**config.mk**
```make
export PLATFORM = sky130hd
export DESIGN_NAME = aip_alarm_irq
export DESIGN_NICKNAME = d
export VERILOG_FILES = /design/src/aip_pkg.sv /design/src/aip_pa_protect.sv /design/src/aip_alarm_irq.sv
export SDC_FILE = /design/constraint.sdc
export NUM_CORES = 2
export LEC_CHECK = 0
export ABC_CLOCK_PERIOD_IN_PS = 8500
export BUFFER_PORTS_ARGS = -buffer_cell sky130_fd_sc_hd__buf_2
export CAP_MARGIN = 30
export CORE_UTILIZATION = 53
export CTS_CLUSTER_DIAMETER = 50
export CTS_CLUSTER_SIZE = 8
export DETAILED_ROUTE_END_ITERATION = 8
export HOLD_SLACK_MARGIN = 0.02
export PLACE_DENSITY = 0.76
export SETUP_SLACK_MARGIN = 0.3
export SLEW_MARGIN = 25
export SYNTH_ARGS = -nofsm -noshare
export SYNTH_HDL_FRONTEND = slang
export SYNTH_SLANG_ARGS = --single-unit
```
**constraint.sdc**
```tcl
create_clock -name i_sys_clk -period 8.5 [get_ports i_sys_clk]
set_clock_uncertainty 0.15 [all_clocks]
set_input_delay 1.7 -clock i_sys_clk [delete_from_list [all_inputs] [get_ports i_sys_clk]]
set_output_delay 1.7 -clock i_sys_clk [all_outputs]
set_load 0.01 [all_outputs]
```
**src/aip_pkg.sv**
```systemverilog
package aip_pkg;

  // ------------------------------------------------------------
  // Alarm vector layout
  // ------------------------------------------------------------
  localparam int NUM_ALARMS = 11;
  localparam int ALM_JESD = 0;
  localparam int ALM_SPI = 1;
  localparam int ALM_PAP_A = 2;
  localparam int ALM_PLL0 = 6;
  localparam int NUM_PLL = 5;
  localparam int NUM_CH = 4;
  localparam int NUM_JESD_ERR = 13;
  localparam int NUM_IRQ = 2;
  localparam int IRQ_FIRST = 0;
  localparam int IRQ_SECOND = 1;

  // ------------------------------------------------------------
  // Protection datapath
  // ------------------------------------------------------------
  localparam int SMP_W = 16;
  localparam int STEP_W = 10;
  localparam int GAIN_W = 11;
  localparam int GAIN_SHIFT = 10;
  localparam logic [GAIN_W-1:0] GAIN_UNITY = 11'h400;
  localparam logic [STEP_W-1:0] STEP_TYP = 10'h01E;
  localparam logic [SMP_W-1:0] THR_TYP = 16'h2666;
  localparam logic [15:0] STEP_TIME_TYP = 16'h0002;
  localparam real CLK_PERIOD_NS = 25.0;
  localparam real STEP_TIME_NS = 5.0;
  localparam int STEP_CYC_MIN = (STEP_TIME_NS / CLK_PERIOD_NS) < 1.0 ? 1 :
                                int'(STEP_TIME_NS / CLK_PERIOD_NS);

  typedef struct packed {
    logic enable;
    logic [STEP_W-1:0] ramp_up_step;
    logic [STEP_W-1:0] ramp_down_step;
    logic [15:0] ramp_step_time;
    logic [SMP_W-1:0] threshold;
    logic [NUM_ALARMS-1:0] trig_sel;
  } aip_pa_protect_cfg_t;

endpackage

```
**src/aip_pa_protect.sv**
```systemverilog
`timescale 1ns/1ps
module aip_pa_protect (
  // Clock and reset
  input wire logic i_sys_clk,
  input wire logic i_rst,
  // Configuration and stimulus
  input wire aip_pkg::aip_pa_protect_cfg_t i_cfg,
  input wire logic [aip_pkg::NUM_ALARMS-1:0] i_alarms,
  input wire logic [aip_pkg::SMP_W-1:0] i_sample,
  // Results
  output logic [aip_pkg::SMP_W-1:0] o_sample,
  output logic [aip_pkg::GAIN_W-1:0] o_gain,
  output logic o_err
);
  typedef enum logic [1:0] {ST_IDLE, ST_DOWN, ST_HOLD, ST_UP} aip_pap_st_t;
  aip_pap_st_t st_ff;
  aip_pap_st_t nxt_st;
  logic [aip_pkg::SMP_W-1:0] good_ff;
  logic [aip_pkg::GAIN_W-1:0] gain_ff;
  logic [aip_pkg::GAIN_W-1:0] nxt_gain;
  logic [15:0] tmr_ff;
  logic err_ff;
  logic [aip_pkg::SMP_W-1:0] smp_ff;

  wire over_thr = i_sample > i_cfg.threshold;
  wire trig = i_cfg.enable && (over_thr || |(i_alarms & i_cfg.trig_sel));
  wire tick = (tmr_ff == 16'h0000);
  // Amplitude step equals step*i_sample/1024, i.e. gain step of step units of 1/1024.
  wire [aip_pkg::GAIN_W-1:0] up_g = {1'b0, i_cfg.ramp_up_step};
  wire [aip_pkg::GAIN_W-1:0] dn_g = {1'b0, i_cfg.ramp_down_step};
  wire [aip_pkg::SMP_W+aip_pkg::GAIN_W-1:0] scaled = i_sample * gain_ff;

  always_comb begin
    nxt_st = st_ff;
    nxt_gain = gain_ff;
    case (st_ff)
      ST_IDLE: if (trig) nxt_st = ST_DOWN;
      ST_DOWN: if (tick) begin
        if (gain_ff > dn_g) nxt_gain = gain_ff - dn_g;
        else begin
          nxt_gain = '0;
          nxt_st = ST_HOLD;
        end
      end
      ST_HOLD: if (!trig) nxt_st = ST_UP;
      ST_UP: if (trig) nxt_st = ST_DOWN;
        else if (tick) begin
          if (aip_pkg::GAIN_UNITY - gain_ff > up_g) nxt_gain = gain_ff + up_g;
          else begin
            nxt_gain = aip_pkg::GAIN_UNITY;
            nxt_st = ST_IDLE;
          end
        end
      default: nxt_st = ST_IDLE;
    endcase
    if (!i_cfg.enable) begin
      nxt_st = ST_IDLE;
      nxt_gain = aip_pkg::GAIN_UNITY;
    end
  end

  always_ff @(posedge i_sys_clk or posedge i_rst) begin
    if (i_rst) begin
      st_ff <= ST_IDLE;
      gain_ff <= aip_pkg::GAIN_UNITY;
      good_ff <= '0;
      tmr_ff <= '0;
      err_ff <= 1'b0;
      smp_ff <= '0;
    end else begin
      st_ff <= nxt_st;
      gain_ff <= nxt_gain;
      if (st_ff == ST_IDLE && !trig) good_ff <= i_sample;
      // One amplitude step per programmed interval, never under one cycle.
      // The timer is rearmed while holding so a long hold cannot wrap it.
      if (st_ff == ST_IDLE || st_ff == ST_HOLD || tick)
        tmr_ff <= (i_cfg.ramp_step_time == 16'h0000) ? 16'h0000 :
          i_cfg.ramp_step_time - 16'h0001;
      else tmr_ff <= tmr_ff - 16'h0001;
      err_ff <= (nxt_st != ST_IDLE);
      smp_ff <= scaled[aip_pkg::SMP_W+aip_pkg::GAIN_SHIFT-1:aip_pkg::GAIN_SHIFT];
    end
  end

  assign o_sample = smp_ff;
  assign o_gain = gain_ff;
  assign o_err = err_ff;

  a_disabled_unity: assert property (@(posedge i_sys_clk) disable iff (i_rst)
    !i_cfg.enable |=> (gain_ff == aip_pkg::GAIN_UNITY) && !err_ff)
    else $error("gain not unity while protection disabled");
  a_trig_leaves_idle: assert property (@(posedge i_sys_clk) disable iff (i_rst)
    (st_ff == ST_IDLE && trig) |=> st_ff == ST_DOWN)
    else $error("trigger did not start ramp down");
  a_down_step: assert property (@(posedge i_sys_clk) disable iff (i_rst)
    (st_ff == ST_DOWN && tick && i_cfg.enable && gain_ff > dn_g) |=>
    gain_ff == $past(gain_ff) - $past(dn_g))
    else $error("ramp down step wrong");
  a_up_bounded: assert property (@(posedge i_sys_clk) disable iff (i_rst)
    gain_ff <= aip_pkg::GAIN_UNITY)
    else $error("gain above unity");
endmodule // aip_pa_protect

```
**src/aip_alarm_irq.sv**
```systemverilog
`timescale 1ns/1ps
module aip_alarm_irq (
  // Clock and reset
  input wire logic i_sys_clk,
  input wire logic i_rst,
  // Alarm sources
  input wire logic [aip_pkg::NUM_JESD_ERR-1:0] i_jesd_err,
  input wire logic i_spi_err,
  input wire logic [aip_pkg::NUM_PLL-1:0] i_pll_lol,
  // Interrupt routing configuration
  input wire logic [aip_pkg::NUM_IRQ-1:0][aip_pkg::NUM_ALARMS-1:0] i_irq_routing_cfg,
  // Protection configuration and transmit data
  input wire aip_pkg::aip_pa_protect_cfg_t [aip_pkg::NUM_CH-1:0] i_pa_protect_cfg,
  input wire logic [aip_pkg::NUM_CH-1:0][aip_pkg::SMP_W-1:0] i_tx_sample,
  // Outputs
  output logic o_irq_out_first,
  output logic o_irq_out_second,
  output logic [aip_pkg::NUM_CH-1:0][aip_pkg::SMP_W-1:0] o_tx_sample,
  output logic [aip_pkg::NUM_CH-1:0][aip_pkg::GAIN_W-1:0] o_tx_gain,
  output logic [aip_pkg::NUM_ALARMS-1:0] o_alarms
);
  // ------------------------------------------------------------
  // Alarm aggregation
  // ------------------------------------------------------------
  logic [aip_pkg::NUM_CH-1:0] pap_err;
  logic [aip_pkg::NUM_ALARMS-1:0] alarms_ff;
  logic [aip_pkg::NUM_IRQ-1:0] irq_ff;
  wire [aip_pkg::NUM_ALARMS-1:0] nxt_alarms = {i_pll_lol, pap_err, i_spi_err,
                                               |i_jesd_err};
  wire [aip_pkg::NUM_IRQ-1:0] nxt_irq;

  // Pins see the registered alarms, so a pin lags its source by two cycles.
  genvar p;
  generate
    for (p = 0; p < aip_pkg::NUM_IRQ; p++) begin : g_pin
      assign nxt_irq[p] = |(alarms_ff & i_irq_routing_cfg[p]);
    end
  endgenerate

  always_ff @(posedge i_sys_clk or posedge i_rst) begin
    if (i_rst) begin
      alarms_ff <= '0;
      irq_ff <= '0;
    end else begin
      alarms_ff <= nxt_alarms;
      irq_ff <= nxt_irq;
    end
  end

  assign o_irq_out_first = irq_ff[aip_pkg::IRQ_FIRST];
  assign o_irq_out_second = irq_ff[aip_pkg::IRQ_SECOND];
  assign o_alarms = alarms_ff;

  // ------------------------------------------------------------
  // Per-channel amplifier protection
  // ------------------------------------------------------------
  genvar c;
  generate
    for (c = 0; c < aip_pkg::NUM_CH; c++) begin : g_ch
      aip_pa_protect u_pap (
        .i_sys_clk(i_sys_clk),
        .i_rst(i_rst),
        .i_cfg(i_pa_protect_cfg[c]),
        .i_alarms(alarms_ff),
        .i_sample(i_tx_sample[c]),
        .o_sample(o_tx_sample[c]),
        .o_gain(o_tx_gain[c]),
        .o_err(pap_err[c])
      );
    end
  endgenerate

  a_pin_first_or: assert property (@(posedge i_sys_clk) disable iff (i_rst)
    ##1 o_irq_out_first == $past(|(alarms_ff & i_irq_routing_cfg[0])))
    else $error("first pin not OR of routed alarms");
  a_pin_second_or: assert property (@(posedge i_sys_clk) disable iff (i_rst)
    ##1 o_irq_out_second == $past(|(alarms_ff & i_irq_routing_cfg[1])))
    else $error("second pin not OR of routed alarms");
  a_jesd_latency: assert property (@(posedge i_sys_clk) disable iff (i_rst)
    (|i_jesd_err) |=> o_alarms[aip_pkg::ALM_JESD])
    else $error("jesd error not flagged");
  a_spi_to_pin: assert property (@(posedge i_sys_clk) disable iff (i_rst)
    (i_spi_err && i_irq_routing_cfg[0][aip_pkg::ALM_SPI] && i_irq_routing_cfg[1][aip_pkg::ALM_SPI]
     ##1 i_irq_routing_cfg[0][aip_pkg::ALM_SPI] && i_irq_routing_cfg[1][aip_pkg::ALM_SPI])
    |=> o_irq_out_first && o_irq_out_second)
    else $error("spi alarm missing on both pins");
  a_pll_flag: assert property (@(posedge i_sys_clk) disable iff (i_rst)
    ##1 o_alarms[aip_pkg::ALM_PLL0 +: aip_pkg::NUM_PLL] == $past(i_pll_lol))
    else $error("pll alarm mismatch");
endmodule // aip_alarm_irq

```
==> results_dict.tcl <==
set metrics [dict create \
    syn_avg_cell_area_um2 8.64 \
    timing.fmax_ghz 0.147 \
    root_buffer "clkbuf_16" \
    fp.dieArea_um2 70900 \
    synthesis.nets 5584 \
    drc_errors 0 \
    yosys_warnings 0 \
    synth-edff-count 0 \
    hold_ws_ns 0.201 \
    core_area_um2 68800 \
    synthCells 4285 \
    slew_viol_final 0 \
    cp_max_fo 12 \
    path_class "in2reg" \
    nets 5949 \
    synthArstFlopShare 1.00 \
    start_util 0.538 \
    drt-wirelength-per-cell_um 18.2 \
    hold_buffers 0 \
    area_growth_pct 10.4 \
    grt_pass1_wl_um 164000 \
    cap_violations 0 \
    hold_path.class "reg2reg" \
    clock_sinks 197 \
    synthTopCellsByArea "fa_1 27%, ha_1 15%, dfrtp_1 13%" \
    grt_util_all_layers 0.295 \
    first_pass_iters 5 \
    instances_no_fill 5601 \
    grt_max_degree 105 \
    synth_most_common_cell "inv_1" \
    postCtsSetupRepairBufs 0 \
    p_leak_nw 21.4 \
    synth.yosys.seq_area_share 0.133 \
    synthDistinctLibCells 79 \
    cts_resized 0 \
    gp_congestion 0.947 \
    cts_max_path_buffers 2 \
    clk_latency_ns 0.50 \
    drt_iter0_markers 1921 \
    dr_total_vias 31200 \
    grt_antenna_before_repair 13 \
    tightest_slew_ns 1.08 \
    hold_viol 0 \
    cts_buffers 17 \
    rsz0062_at_grt "no" \
    finalSetupViolations 0 \
    grt_pass1_vias 32100 \
    routed_wl_um 102000 \
    synth_ff_type "dfrtp_1" \
    tritoncts "yes" \
    cp.arrival_ns 7.01 \
    clk_pin_slew_ns 0.08 \
    relSlewSlack 0.278 \
    required_ns 8.73 \
    final.min_clock_period_ns 6.78 \
    fin_tns_setup_ns 0 \
    antenna_left 0 \
    dp_hpwl_um 82400 \
    worstSetupStartpointType "input pin" \
    synthesis.area_um2 37000 \
    drive_gt1_frac 0.128 \
    die_h_um 266 \
    io_buffers 483 \
    ios 484 \
    viasPerCell 5.57 \
    grt-ovfl-total 0 \
    cp-end-kind "register" \
    ys_ff_latch 197 \
    vdd_drop_max_uv 131 \
    period_share 0.798 \
    p_per_area_nw_per_um2 65.3 \
    yosys.area.top_type "fa_1" \
    die_width_um 266 \
    htreeDepth 4 \
    synth_top_area_share 0.270 \
    ys_top_cells_by_count "779 x inv_1, 500 x fa_1, 487 x nand2_1, 436 x ha_1, 337 x and2_1" \
    num_rows 96 \
    place_inst 5560 \
    outcome "complete, no violations" \
]
[cell usage in the layout (no fill, tap or decap), drive strengths merged, types with 8 or more instances in the layout]
cell type / Yosys / final
a21oi: 137 / 137
or2: 11 / 11
o21a: 34 / 34
a21o: 69 / 69
inv: 779 / 784
ha: 436 / 436
a22o: 12 / 12
nand4: 38 / 38
a2111oi: 8 / 8
nor2b: 35 / 35
o22ai: 45 / 45
a211oi: 21 / 21
dfrtp: 193 / 193
or4: 8 / 8
and3: 12 / 12
o21ai: 82 / 82
diode: 0 / 8
and2: 338 / 338
o221ai: 15 / 15
a31o: 8 / 8
o211a: 16 / 16
buf: 16 / 524
nand3: 57 / 57
o211ai: 11 / 11
a221oi: 13 / 13
nand2b: 19 / 19
xnor2: 179 / 179
nor3: 74 / 74
clkbuf: 162 / 18
nor4: 34 / 34
nand2: 487 / 487
or3: 32 / 32
fa: 500 / 500
a31oi: 18 / 18
nor2: 171 / 171
nor3b: 9 / 9
o21bai: 17 / 17
xor2: 78 / 78
[per-layer routing]
layer  wire [um]  global-route usage
met1       42600               0.377
met2       48100               0.488
met3        7570              0.0579
met4        3510               0.124
met5          69                   0
[metrics by stage]
stage,total power [mW],cell area (um^2),worst slack (ns),utilization
after detailed placement,1.79,40200,1.21,0.585
after global placement,1.78,40200,1.35,0.585
after global routing,2.82,40900,1.45,0.594
after CTS,2.70,40800,1.75,0.593
final,2.67,40900,1.72,0.594
after floorplan,1.50,37000,1.29,-
[sequential cells by signal, indices dropped and copies added, names as in the netlist]
name,flops
g_ch.u_pap.o_sample,64
g_ch.u_pap.o_err,4
g_ch.u_pap.tmr_ff,64
o_alarms,11
g_ch.u_pap.st_ff,8
g_ch.u_pap.o_gain,44
irq_ff,2
[cell families (layout without fill, tap and decap cells)]
kind of cell,Yosys count,after routing,synth area share
fa+ha+maj,936,936,0.418
flops,197,197,0.133
mux,3,3,0.000811
xor+xnor,257,257,0.0610
simple gates,1347,1347,0.181
compound gates,587,587,0.109
buf+inv,958,1335,0.0976
other cells,0,8,0
[path summary, 6_finish.rpt]
kind	start	endpoint	slack, ns	depth (start not counted)
worst max-delay path	i_tx_sample[21]	g_ch[1].u_pap.o_sample[15]	1.72	20
worst min-delay path	g_ch[2].u_pap.o_err	o_alarms[4]	0.20	0
worst max register to register	g_ch[0].u_pap.o_gain[4]	g_ch[0].u_pap.o_sample[14]	2.13	19
worst min register to register	g_ch[2].u_pap.o_err	o_alarms[4]	0.20	0
max in group asynchronous	i_rst	g_ch[3].u_pap.tmr_ff[1]	5.69	3
min in group asynchronous	i_rst	o_alarms[6]	1.15	2
[report_power, final]
part	internal (mW)	total [mW]	switching, mW
sequential	0.998	1.05	0.0555
clock	0.444	0.886	0.442
combinational	0.304	0.730	0.426
[layout make-up]
type	instances	area, um^2
antenna	8	20.0
clock buffer	18	429
clock inverter	13	170
fill	6068	27900
inverter	780	2940
multi-input combinational	3130	28500
sequential	197	4930
tap	931	1160
timing repair buffer	524	2740
[worst max-delay path, stage by stage]
cell,delay (ns)
buf_2,0.17
and2_1,0.20
fa_1,0.54
inv_1,0.06
fa_1,0.53
inv_1,0.05
fa_1,0.44
fa_1,0.48
inv_1,0.05
fa_1,0.47
inv_1,0.04
ha_1,0.31
and3_1,0.16
a311oi_1,0.15
o21ai_1,0.49
a41oi_1,0.24
or3_1,0.43
a31oi_1,0.22
a21oi_1,0.12
xnor2_1,0.13
Power figures use the tool's default switching activity.
